===== config.mk =====
export PLATFORM = sky130hd
export DESIGN_NAME = motion_limit_monitor
export DESIGN_NICKNAME = d
export VERILOG_FILES = /design/src/hdl/motion_limit_pkg.sv /design/src/hdl/motion_limit_monitor.sv /design/src/hdl/pin_sync.sv
export SDC_FILE = /design/constraint.sdc
export NUM_CORES = 1
export LEC_CHECK = 0
export BUFFER_PORTS_ARGS = -buffer_cell sky130_fd_sc_hd__clkbuf_2
export CAP_MARGIN = 20
export CORE_ASPECT_RATIO = 0.75
export CORE_MARGIN = 3
export CORE_UTILIZATION = 60
export CTS_CLUSTER_DIAMETER = 60
export DETAILED_ROUTE_END_ITERATION = 16
export PLACE_DENSITY = 0.83
export SETUP_SLACK_MARGIN = 0.05
export SLEW_MARGIN = 5
export SYNTH_ARGS = -nofsm -noshare
export SYNTH_HDL_FRONTEND = slang
export SYNTH_SLANG_ARGS = --single-unit

===== constraint.sdc =====
create_clock -name clk_sys_i -period 8 [get_ports clk_sys_i]
set_clock_uncertainty 0.2 [all_clocks]
set_input_delay 0.8 -clock clk_sys_i [delete_from_list [all_inputs] [get_ports clk_sys_i]]
set_output_delay 0.8 -clock clk_sys_i [all_outputs]
set_load 0.03 [all_outputs]

===== src/hdl/motion_limit_pkg.sv =====
// constants, parameter map and mode type shared by the motion limit monitor
package motion_limit_pkg;

  // parameter addresses on the fieldbus parameter port
  localparam logic [11:0] ADDR_SOFT_SEL   = 12'h606;
  localparam logic [11:0] ADDR_SOFT_UPPER = 12'h608;
  localparam logic [11:0] ADDR_SOFT_LOWER = 12'h60A;
  localparam logic [11:0] ADDR_HOME_POL   = 12'h61C;
  localparam logic [11:0] ADDR_SUPPRESS   = 12'h64A;

  // reset values
  localparam logic [1:0]         SEL_RST   = 2'h0;
  localparam logic [1:0]         SUP_RST   = 2'h0;
  localparam logic [1:0]         POL_RST   = 2'h1;
  localparam logic signed [31:0] UPPER_RST = 32'h7FFFFFFF;
  localparam logic signed [31:0] LOWER_RST = 32'h80000000;

  // two-bit selector fields: bit 0 positive side, bit 1 negative side
  localparam int               BIT_POS   = 0;
  localparam int               BIT_NEG   = 1;
  localparam logic [15:0]      FIELD_MAX = 16'h0003;
  localparam logic [1:0]       POL_NC    = 2'h1;
  localparam logic [1:0]       POL_NO    = 2'h2;

  // control cycle timing
  localparam int CLK_PERIOD_NS  = 10;
  localparam int CTRL_CYCLE_NS  = 1000;
  localparam int CTRL_DIV       = (CTRL_CYCLE_NS + CLK_PERIOD_NS - 1) / CLK_PERIOD_NS;

  // operating mode classes as seen by the limit monitor
  typedef enum logic [2:0] {
    MODE_IDLE,
    MODE_HOMING,
    MODE_TGT_FREE,
    MODE_TGT_CHECK,
    MODE_NO_TGT
  } mode_t;

endpackage


===== src/hdl/motion_limit_monitor.sv =====
// axis limit monitor: end switches, home switch qualification, software position bounds
`timescale 1ns/1ps
module motion_limit_monitor #(
  parameter logic signed [31:0] USR_MIN  = 32'h80000000,
  parameter logic signed [31:0] USR_MAX  = 32'h7FFFFFFF,
  parameter int                 CTRL_DIV = motion_limit_pkg::CTRL_DIV
) (
  // clock and reset
  input  wire logic                    clk_sys_i,
  input  wire logic                    rst_n_i,
  // switch pins: end switches active when triggered after wiring, home pin level set by the home polarity
  input  wire logic                    positive_end_switch_input_i,
  input  wire logic                    negative_end_switch_input_i,
  input  wire logic                    home_switch_input_i,
  // drive state from the motion controller
  input  wire logic                    power_stage_en_i,
  input  wire logic                    zero_point_valid_i,
  input  wire motion_limit_pkg::mode_t op_mode_i,
  input  wire logic                    homing_toward_switch_i,
  input  wire logic                    moving_pos_i,
  input  wire logic                    moving_neg_i,
  input  wire logic signed [31:0]      actual_pos_i,
  input  wire logic [1:0]              quick_stop_reaction_i,
  input  wire logic                    fault_reset_i,
  // movement start from the position generator
  input  wire logic                    move_start_i,
  input  wire logic signed [31:0]      move_target_i,
  // fieldbus parameter port
  input  wire logic [11:0]             par_addr_i,
  input  wire logic [31:0]             par_wdata_i,
  input  wire logic                    par_wr_i,
  input  wire logic                    par_rd_i,
  output logic [31:0]                  par_rdata_o,
  output logic                         par_ack_o,
  output logic                         par_err_o,
  // reactions
  output logic                         quick_stop_o,
  output logic [1:0]                   quick_stop_mode_o,
  output logic                         error_class1_o,
  output logic                         error_event_o,
  output logic                         block_pos_o,
  output logic                         block_neg_o,
  output logic                         home_detect_o,
  // accepted movement
  output logic                         move_go_o,
  output logic signed [31:0]           move_target_o
);

  localparam int DIV_W = $clog2(CTRL_DIV + 1);

  function automatic logic signed [31:0] clamp_pos(input logic signed [31:0] v,
                                                   input logic signed [31:0] lo,
                                                   input logic signed [31:0] hi);
    logic signed [31:0] r;
    r = v;
    if (v > hi) begin
      r = hi;
    end else if (v < lo) begin
      r = lo;
    end
    return r;
  endfunction

  // parameter registers as written and as applied
  logic [1:0]         sel_r;
  logic [1:0]         sup_r;
  logic [1:0]         pol_r;
  logic signed [31:0] upper_r;
  logic signed [31:0] lower_r;
  logic [1:0]         pol_act_r;
  logic signed [31:0] upper_act_r;
  logic signed [31:0] lower_act_r;
  logic               pwr_d_r;

  // control cycle divider and samples
  logic [DIV_W-1:0]   div_cnt_r;
  logic               tick_r;
  logic               sw_pos_s_r;
  logic               sw_neg_s_r;
  logic               home_s_r;
  logic signed [31:0] pos_s_r;

  // limit state
  logic               limit_pos_r;
  logic               limit_neg_r;

  logic [2:0]         pins_sync;

  pin_sync #(
    .WIDTH(3)
  ) u_pin_sync (
    .clk_sys_i (clk_sys_i),
    .rst_n_i   (rst_n_i),
    .pin_i     ({home_switch_input_i, negative_end_switch_input_i, positive_end_switch_input_i}),
    .level_o   (pins_sync)
  );

  // parameter decode
  wire hit_sel   = par_addr_i == motion_limit_pkg::ADDR_SOFT_SEL;
  wire hit_upper = par_addr_i == motion_limit_pkg::ADDR_SOFT_UPPER;
  wire hit_lower = par_addr_i == motion_limit_pkg::ADDR_SOFT_LOWER;
  wire hit_pol   = par_addr_i == motion_limit_pkg::ADDR_HOME_POL;
  wire hit_sup   = par_addr_i == motion_limit_pkg::ADDR_SUPPRESS;
  wire hit_any   = hit_sel | hit_upper | hit_lower | hit_pol | hit_sup;

  wire field_ok  = par_wdata_i[15:0] <= motion_limit_pkg::FIELD_MAX;
  wire sel_zero  = par_wdata_i[1:0] == motion_limit_pkg::SEL_RST;
  wire pol_ok    = (par_wdata_i[1:0] == motion_limit_pkg::POL_NC || par_wdata_i[1:0] == motion_limit_pkg::POL_NO)
                   && par_wdata_i[15:2] == 14'h0000;
  wire sel_wr_ok = field_ok && (sel_zero || zero_point_valid_i);
  wire pol_wr_ok = pol_ok && !power_stage_en_i;
  wire bnd_wr_ok = !power_stage_en_i;

  wire wr_ok     = (hit_sel && sel_wr_ok) || (hit_sup && field_ok) || (hit_pol && pol_wr_ok)
                   || ((hit_upper || hit_lower) && bnd_wr_ok);
  wire do_wr     = par_wr_i && wr_ok;
  wire bad_wr    = par_wr_i && !wr_ok;
  wire bad_rd    = par_rd_i && !par_wr_i && !hit_any;

  wire signed [31:0] wr_bound = clamp_pos($signed(par_wdata_i), USR_MIN, USR_MAX);

  wire [31:0] rd_mux = hit_sel   ? {30'h00000000, sel_r} :
                       hit_sup   ? {30'h00000000, sup_r} :
                       hit_pol   ? {30'h00000000, pol_r} :
                       hit_upper ? upper_r :
                       hit_lower ? lower_r : 32'h00000000;

  // switch and bound evaluation
  wire pwr_rise   = power_stage_en_i && !pwr_d_r;
  wire sw_mon     = zero_point_valid_i;
  wire hw_pos_hit = sw_pos_s_r && !sup_r[motion_limit_pkg::BIT_POS];
  wire hw_neg_hit = sw_neg_s_r && !sup_r[motion_limit_pkg::BIT_NEG];
  wire sb_pos_en  = sw_mon && sel_r[motion_limit_pkg::BIT_POS];
  wire sb_neg_en  = sw_mon && sel_r[motion_limit_pkg::BIT_NEG];
  wire sb_pos_hit = sb_pos_en && (pos_s_r >= upper_act_r);
  wire sb_neg_hit = sb_neg_en && (pos_s_r <= lower_act_r);
  wire pos_hit    = hw_pos_hit || sb_pos_hit;
  wire neg_hit    = hw_neg_hit || sb_neg_hit;

  wire new_pos    = pos_hit && !limit_pos_r;
  wire new_neg    = neg_hit && !limit_neg_r;
  wire again_pos  = limit_pos_r && moving_pos_i;
  wire again_neg  = limit_neg_r && moving_neg_i;
  wire violation  = tick_r && (new_pos || new_neg || again_pos || again_neg);

  // home switch: level by polarity, seen only while homing toward it
  wire home_level = (pol_act_r == motion_limit_pkg::POL_NC) ? !home_s_r : home_s_r;
  wire home_qual  = op_mode_i == motion_limit_pkg::MODE_HOMING && homing_toward_switch_i;

  // target check for step jog and profile position
  wire signed [31:0] chk_hi  = sb_pos_en ? upper_act_r : USR_MAX;
  wire signed [31:0] chk_lo  = sb_neg_en ? lower_act_r : USR_MIN;
  wire signed [31:0] tgt_nxt = (op_mode_i == motion_limit_pkg::MODE_TGT_CHECK)
                               ? clamp_pos(move_target_i, chk_lo, chk_hi)
                               : move_target_i;

  // parameter port
  always_ff @(posedge clk_sys_i) begin
    if (!rst_n_i) begin
      par_rdata_o <= 32'h00000000;
      par_ack_o   <= 1'b0;
      par_err_o   <= 1'b0;
    end else begin
      par_ack_o   <= (par_wr_i && wr_ok) || (par_rd_i && !par_wr_i && hit_any);
      par_err_o   <= bad_wr || bad_rd;
      if (par_rd_i && !par_wr_i) begin
        par_rdata_o <= rd_mux;
      end
    end
  end

  // written settings
  always_ff @(posedge clk_sys_i) begin
    if (!rst_n_i) begin
      sel_r   <= motion_limit_pkg::SEL_RST;
      sup_r   <= motion_limit_pkg::SUP_RST;
      pol_r   <= motion_limit_pkg::POL_RST;
      upper_r <= motion_limit_pkg::UPPER_RST;
      lower_r <= motion_limit_pkg::LOWER_RST;
    end else if (do_wr) begin
      if (hit_sel) begin
        sel_r <= par_wdata_i[1:0];
      end
      if (hit_sup) begin
        sup_r <= par_wdata_i[1:0];
      end
      if (hit_pol) begin
        pol_r <= par_wdata_i[1:0];
      end
      if (hit_upper) begin
        upper_r <= wr_bound;
      end
      if (hit_lower) begin
        lower_r <= wr_bound;
      end
    end
  end

  // applied copies change only as the power stage comes on
  always_ff @(posedge clk_sys_i) begin
    if (!rst_n_i) begin
      pwr_d_r     <= 1'b0;
      pol_act_r   <= motion_limit_pkg::POL_RST;
      upper_act_r <= motion_limit_pkg::UPPER_RST;
      lower_act_r <= motion_limit_pkg::LOWER_RST;
    end else begin
      pwr_d_r <= power_stage_en_i;
      if (pwr_rise) begin
        pol_act_r   <= pol_r;
        upper_act_r <= upper_r;
        lower_act_r <= lower_r;
      end
    end
  end

  // control cycle enable
  always_ff @(posedge clk_sys_i) begin
    if (!rst_n_i) begin
      div_cnt_r <= '0;
      tick_r    <= 1'b0;
    end else if (div_cnt_r == DIV_W'(CTRL_DIV - 1)) begin
      div_cnt_r <= '0;
      tick_r    <= 1'b1;
    end else begin
      div_cnt_r <= div_cnt_r + DIV_W'(1);
      tick_r    <= 1'b0;
    end
  end

  // one sample of switches and position per control cycle
  always_ff @(posedge clk_sys_i) begin
    if (!rst_n_i) begin
      sw_pos_s_r <= 1'b0;
      sw_neg_s_r <= 1'b0;
      home_s_r   <= 1'b0;
      pos_s_r    <= 32'h00000000;
    end else if (div_cnt_r == DIV_W'(CTRL_DIV - 1)) begin
      sw_pos_s_r <= pins_sync[0];
      sw_neg_s_r <= pins_sync[1];
      home_s_r   <= pins_sync[2];
      pos_s_r    <= actual_pos_i;
    end
  end

  // latched limit side; released once the axis has left the limit
  always_ff @(posedge clk_sys_i) begin
    if (!rst_n_i) begin
      limit_pos_r <= 1'b0;
      limit_neg_r <= 1'b0;
    end else if (tick_r) begin
      limit_pos_r <= pos_hit;
      limit_neg_r <= neg_hit;
    end
  end

  // error and quick stop; a violation in the fault reset cycle wins
  always_ff @(posedge clk_sys_i) begin
    if (!rst_n_i) begin
      error_class1_o <= 1'b0;
      quick_stop_o   <= 1'b0;
      error_event_o  <= 1'b0;
    end else begin
      error_event_o <= violation;
      if (violation) begin
        error_class1_o <= 1'b1;
        quick_stop_o   <= 1'b1;
      end else if (fault_reset_i) begin
        error_class1_o <= 1'b0;
        quick_stop_o   <= 1'b0;
      end
    end
  end

  // direction blocks, reaction selector, home detection
  always_ff @(posedge clk_sys_i) begin
    if (!rst_n_i) begin
      block_pos_o       <= 1'b0;
      block_neg_o       <= 1'b0;
      quick_stop_mode_o <= 2'h0;
      home_detect_o     <= 1'b0;
    end else begin
      block_pos_o       <= limit_pos_r;
      block_neg_o       <= limit_neg_r;
      quick_stop_mode_o <= quick_stop_reaction_i;
      home_detect_o     <= home_qual && home_level;
    end
  end

  // movement start: free modes pass the target, checked modes clamp it
  always_ff @(posedge clk_sys_i) begin
    if (!rst_n_i) begin
      move_go_o     <= 1'b0;
      move_target_o <= 32'h00000000;
    end else begin
      move_go_o <= move_start_i;
      if (move_start_i) begin
        move_target_o <= tgt_nxt;
      end
    end
  end

endmodule


===== src/hdl/pin_sync.sv =====
// two flip-flop synchroniser for asynchronous pin levels
`timescale 1ns/1ps
module pin_sync #(
  parameter int WIDTH = 1
) (
  // clock and reset
  input  wire logic             clk_sys_i,
  input  wire logic             rst_n_i,
  // pins and synchronised levels
  input  wire logic [WIDTH-1:0] pin_i,
  output logic      [WIDTH-1:0] level_o
);

  logic [WIDTH-1:0] meta_r;

  // the first stage feeds only the second stage
  always_ff @(posedge clk_sys_i) begin
    if (!rst_n_i) begin
      meta_r  <= '0;
      level_o <= '0;
    end else begin
      meta_r  <= pin_i;
      level_o <= meta_r;
    end
  end

endmodule


Yosys cells after proc, flatten, opt, wreduce, memory -nomap -nowiden
Cells that the tools add are included.
W data, S select, Z words.
{"block": "totals", "reg_bits": 262, "latchBits": 0, "mem_bits_rw": 0, "romBits": 0, "output_inout_bits": 75, "memories": 0}
{"block": "classes", "n_addsub": 1, "n_mul": 0, "div": 0, "magnitude_cmp": 7, "n_eq_ne": 11, "shift": 0, "n_mux": 16, "n_bitwise": 5, "n_reduce_logical": 58}
{"op": "$mux W32", "n": 12}
{"op": "$eq A12 B11 Y1 const B", "n": 5}
{"op": "$ge A32 B32 Y1", "n": 1}
{"op": "$gt A32 B32 Y1", "n": 1}
{"op": "$gt A32 B32 Y1 const B", "n": 1}
{"op": "$le A32 B32 Y1", "n": 1}
{"op": "$lt A32 B32 Y1", "n": 1}
{"op": "$lt A32 B32 Y1 const B", "n": 1}
{"op": "$logic_and A1 B1 Y1", "n": 26}
{"op": "$le A16 B2 Y1 const B", "n": 1}
{"op": "$logic_not A14 Y1", "n": 1}
{"op": "$logic_or A1 B1 Y1", "n": 13}
{"op": "$logic_not A1 Y1", "n": 10}
{"op": "$reduce_and A2 Y1", "n": 5}
{"op": "$add A7 B1 Y7 const B", "n": 1}
{"op": "$eq A7 B7 Y1 const B", "n": 1}
{"op": "$eq A2 B1 Y1 const B", "n": 2}
{"op": "$mux W1", "n": 4}
{"op": "$or A1 B1 Y1", "n": 4}
{"op": "$eq A3 B1 Y1 const B", "n": 1}
{"op": "$eq A3 B2 Y1 const B", "n": 1}
{"op": "$eq A2 B2 Y1 const B", "n": 1}
{"op": "$logic_not A2 Y1", "n": 1}
{"op": "$reduce_bool A2 Y1", "n": 1}
{"op": "other kinds (2)", "n": 2}

Depth between registers and ports, before layout
{"block": "logic_depth", "depth_word": 10, "mapped_depth": 14, "ltp_nobuf": 11}

Hierarchy
Synthesis repeated with hierarchy kept, for this count alone.
{"block": "unflattened", "hier_cells": 1769, "area_unflattened_um2": 14303.7}
{"module": "motion_limit_monitor", "n_inst": 1, "cells_each": 1757, "area_each_um2": 14146.1, "seq_area_each_um2": 5124.9}
{"module": "pin_sync", "n_inst": 1, "cells_each": 12, "area_each_um2": 157.7, "seq_area_each_um2": 120.1}

Worst setup path before layout
No wires, ideal clock.
{"block": "synth_timing", "path_kind": "input to register", "start": "input port zero_point_valid_i", "end": "register move_target_o[10]", "setup_time_ps": 95, "arrival_ps": 3862, "t_required_ps": 7705, "slack_ps": 3843, "path_stages": 14, "cell_sequence": "and2_1 > clkbuf_1 > clkbuf_1 > nand2_1 > ha_1 > a21oi_1 > a21oi_1 > a211oi_1 > o21ai_0 > or2_2 > o41ai_2 > buf_2 > mux2_2 > a221oi_1"}
{"block": "synth_between", "elab_chain_cells": 6, "elab_cells_between_ends": 9, "cone_classes": "2 x order compare; 5 x mux; 2 x reduce/logical"}
{"element": "start, declared", "line": "motion_limit_monitor.sv:17", "source": "input wire logic zero_point_valid_i,"}
{"element": "$logic_and A1 B1 Y1", "line": "motion_limit_monitor.sv:134", "source": "wire sb_neg_en = sw_mon && sel_r[motion_limit_pkg::BIT_NEG];"}
{"element": "$mux W32", "line": "motion_limit_monitor.sv:152", "source": "wire signed [31:0] chk_lo = sb_neg_en ? lower_act_r : USR_MIN;"}
{"element": "$lt A32 B32 Y1", "line": "motion_limit_monitor.sv:58", "source": "end else if (v < lo) begin"}
{"element": "$mux W32", "line": "motion_limit_monitor.sv:58"}
{"element": "$mux W32 (*)", "line": "motion_limit_monitor.sv:56", "source": "if (v > hi) begin"}
{"element": "$mux W32 (*)", "line": "motion_limit_monitor.sv:154", "source": "? clamp_pos(move_target_i, chk_lo, chk_hi)"}
{"element": "end signal, assigned", "line": "motion_limit_monitor.sv:297", "source": "move_target_o <= tgt_nxt;"}
{"element": "end, declared", "line": "motion_limit_monitor.sv:46", "source": "output logic signed [31:0] move_target_o"}
Every way passes the cells marked *; elsewhere a longest branch is shown, timed or not.
A chain may end at the register's enable or synchronous reset.

Worst setup path after layout
{"block": "layout_timing", "start": "register sel_r[1]", "end": "register move_target_o[19]"}
{"block": "layout_between", "elab_chain_cells": 6}
{"element": "start, declared", "line": "motion_limit_monitor.sv:65", "source": "logic [1:0] sel_r;"}
{"element": "start signal, assigned", "line": "motion_limit_monitor.sv:175", "source": "sel_r <= motion_limit_pkg::SEL_RST;"}
{"element": "start signal, assigned", "line": "motion_limit_monitor.sv:182", "source": "sel_r <= par_wdata_i[1:0];"}
{"element": "$logic_and A1 B1 Y1 (*)", "line": "motion_limit_monitor.sv:134"}
{"element": "$mux W32 (*)", "line": "motion_limit_monitor.sv:152"}
{"element": "$lt A32 B32 Y1", "line": "motion_limit_monitor.sv:58"}
{"element": "$mux W32 (*)", "line": "motion_limit_monitor.sv:58"}
{"element": "$mux W32 (*)", "line": "motion_limit_monitor.sv:56"}
{"element": "$mux W32 (*)", "line": "motion_limit_monitor.sv:154"}
Marks and branches as above.

==> impl_metrics.yaml <==
synth:
  synth_flop_cell: "dfxtp_1"
  synth-seq-area-share: 0.376
  synthArstFlopShare: 0
  synth_fp_nets: 1944
  syn_inst: 1688
  synth_edf_count: 0
  yosys.cell_types.count: 61
  ys_ff_latch: 262
  ys_warn_count: 0
  syn_area_sq_um: 14000
  postSynthAreaPerCell_sq_um: 8.27
route:
  viasPerCell: 6.04
  routed_wl_um: 40600
  vias: 13000
  wire_per_inst_um: 18.9
  drc: 0
  drtIter0Drc: 1522
  ant_nets: 0
  first_pass_iters: 5
min_path:
  worstHoldPathType: "reg2reg"
global_routing:
  grt.overflow.total: 0
  grt_pass1_vias: 12000
  track_usage: 0.309
  antenna_found_initial: 0
  met2_usage: 0.421
  top_usage_layer: "met1"
  grt_first_pass_wirelength_um: 63900
  grt_max_degree: 149
  gr-usage-met1: 0.497
  use_met3: 0.0672
place:
  gp_congestion: 0.924
  dp_hpwl_um: 29500
  place_area_sq_um: 15000
  place_inst: 2097
  numPortBuffers: 201
  pre_cts_ws_ns: 3.37
cts:
  htreeDepth: 1
  insertion_delay_ns: 0.55
  holdBufCountCts: 0
  clockBufferDepth: 3
  cts-root-buf: "clkbuf_16"
  cts.clk_slew.worst_paths_ns: 0.07
  clock_sinks: 262
  cts_setup_buffers: 0
  cts_resized: 0
  numCtsBuffers: 26
  cts_tree: "done"
power:
  seq_power_share: 0.474
  pwr-share-comb: 0.096
  p_leak_nw: 7.02
  switching_share: 0.254
  netSwitchingPower_mw: 0.723
  p_int_mw: 2.12
  pwr-share-clk: 0.429
  peakVddDrop_mv: 0.150
  p_per_area_nw_per_um2: 179
die:
  floorplan.initialDensity: 0.622
  die_w_um: 182
  rows: 47
  dieArea_sq_um: 25200
  coreArea_sq_um: 22500
  die-height_um: 138
  num_io_pins: 202
timing:
  fin_crit_sh: 0.530
  max_freq_mhz: 236
  worst_slack_ns: 3.76
  slew_headroom: 0.301
  rsz0062_at_grt: "false"
  tightestPinTransition_ns: 1.05
  finalHoldViolCount: 0
  fin_crit_ns: 4.24
  slew_viol_final: 0
  setup_tns_ns: 0
  setup_viol_count_final: 0
setup_path:
  slowest_delay_ns: 0.57
  cp-end-kind: "flop"
  crit_family: "compound AO/OA/AOI/OAI gates"
  slowest_stage: "a211oi_1"
  required_ns: 8.24
  crit_buf_inv: 2
  crit_chain: "and2_1 -> buf_4 -> nand2_1 -> ha_1 -> nand3_1 -> nor3_1 -> nand2_1 -> a211oi_1 -> o31ai_1 -> o41ai_4 -> buf_4 -> mux2_2 -> a221oi_1"
  path_class: "reg2reg"
  arrival_ns: 4.48
  cp-start-kind: "flop"
  cp_max_fo: 35
final_layout:
  diodes: 0
  syn2layout_area_growth_pct: 14.2
  final_area_sq_um: 15900
  fin_util: 0.710
  fillers: 1786
  layout-drive-gt1-share: 0.171
  fin_cells: 2146
  nets: 2088
run_status:
  status: "finished, final reports clean"
job:
  cap_viol_max_count: 0
## state kept, by name, summed over array words and instances, names as in the netlist, 2 cells and up
signal	cells
lower_act_r	32
lower_r	32
move_target_o	32
par_rdata_o	32
pos_s_r	32
upper_act_r	32
upper_r	32
div_cnt_r	7
u_pin_sync.level_o	3
u_pin_sync.meta_r	3
pol_act_r	2
pol_r	2
quick_stop_mode_o	2
sel_r	2
sup_r	2
## power groups by stage
| stage | Sequential (mW) | Combinational (mW) | Clock, mW |
|---|---|---|---|
| 6_report | 1.35 | 0.273 | 1.22 |
| 5_1_grt | 1.35 | 0.297 | 1.29 |
| 4_1_cts | 1.35 | 0.267 | 1.23 |
| 3_5_place_dp | 1.38 | 0.264 | 0 |
| 3_3_place_gp | 1.38 | 0.260 | 0 |
| 2_1_floorplan | 1.40 | 0.141 | 0 |
## worst reg2reg max path, cell delays in order, from the launching register on
cell and delay (ns):
dfxtp_1 0.40, and2_1 0.15, buf_4 0.32, nand2_1 0.20
ha_1 0.33, nand3_1 0.13, nor3_1 0.25, nand2_1 0.13
a211oi_1 0.57, o31ai_1 0.22, o41ai_4 0.09, buf_4 0.45
mux2_2 0.41, a221oi_1 0.28
## layer usage
layer | wire length, um | share of wire
met5 | 0 | 0
met4 | 735 | 0.018
met3 | 4940 | 0.12
met2 | 15900 | 0.39
met1 | 19000 | 0.47
## final timing paths
| path | startpoint | to | slack (ns) | cells after the start |
|---|---|---|---|---|
| min | u_pin_sync.meta_r[1]$_SDFF_PN0_ | u_pin_sync.level_o[1]$_SDFF_PN0_ | 0.23 | 1 |
| max reg2reg | sel_r[1]$_SDFFE_PN0P_ | move_target_o[19]$_SDFFE_PN0P_ | 3.76 | 13 |
| min reg2reg | u_pin_sync.meta_r[1]$_SDFF_PN0_ | u_pin_sync.level_o[1]$_SDFF_PN0_ | 0.23 | 1 |
| max | sel_r[1]$_SDFFE_PN0P_ | move_target_o[19]$_SDFFE_PN0P_ | 3.76 | 13 |
## logic make-up (layout without fill, tap and decap cells)
family                   count (synthesis)  after routing  synth area share
adder cells (fa/ha/maj)                129            129             0.116
XOR/XNOR                                 7              7           0.00439
AND/OR/NAND/NOR                        651            651             0.214
buffers and inverters                  208            372            0.0594
multiplexers                            71             71            0.0539
flip-flops                             262            262             0.376
AO/OA/AOI/OAI                          360            360             0.177
## cells in the final DEF (no fill, tap or decap), types with 5 or more instances in the layout
cell       synthesis  layout
a21boi_0          69      69
clkbuf_8           0       9
and2_1            20      20
a31oi_1            5       5
nor4_1             5       5
nand2_1          376     376
clkinv_2           0       6
a21oi_1          113     113
nand3_1           53      53
buf_4              2      14
and3_1             5       5
o211ai_1          40      40
clkbuf_16          0      26
clkbuf_2           0     200
nor2b_1           76      73
ha_1             129     129
or2_2              5       5
nand2b_1           6       6
mux2i_1           37      37
mux2_2            34      34
a221oi_1          33      33
dfxtp_1          262     262
o221ai_1          33      33
nand4_1           14      14
o21ai_0           23      23
inv_1            108     108
a21o_1             8       8
a211oi_1          10      10
nor3_1             8       8
nor2_1            59      59
## per-stage QoR
step	total power [mW]	hold WS (ns)
6_report	2.85	0.235
5_1_grt	2.94	0.248
3_5_place_dp	1.64	0.220
3_3_place_gp	1.64	0.218
4_1_cts	2.85	0.235
2_1_floorplan	1.54	0.212
## cell type report
cell class	instances	area, sq um	area share
multi-input cells	1218	7910	0.496
inverters	108	405	0.0254
clock inverters	9	76.3	0.00479
flip-flops and latches	262	5250	0.329
well taps	294	368	0.0231
repair buffers	216	1140	0.0718
clock buffers	39	790	0.0495
## synth_stat cells, types with 37 or more instances
| library cell | number | area, sq um |
|---|---|---|
| o211ai_1 | 40 | 300 |
| a21oi_1 | 113 | 566 |
| dfxtp_1 | 262 | 5250 |
| nand3_1 | 53 | 265 |
| nand2_1 | 376 | 1410 |
| ha_1 | 129 | 1610 |
| a21boi_0 | 69 | 518 |
| clkbuf_1 | 75 | 282 |
| nor2_1 | 59 | 221 |
| mux2i_1 | 37 | 370 |
| inv_1 | 108 | 405 |
| nor2b_1 | 76 | 475 |
No activity file was read; power rests on OpenSTA's default activity.
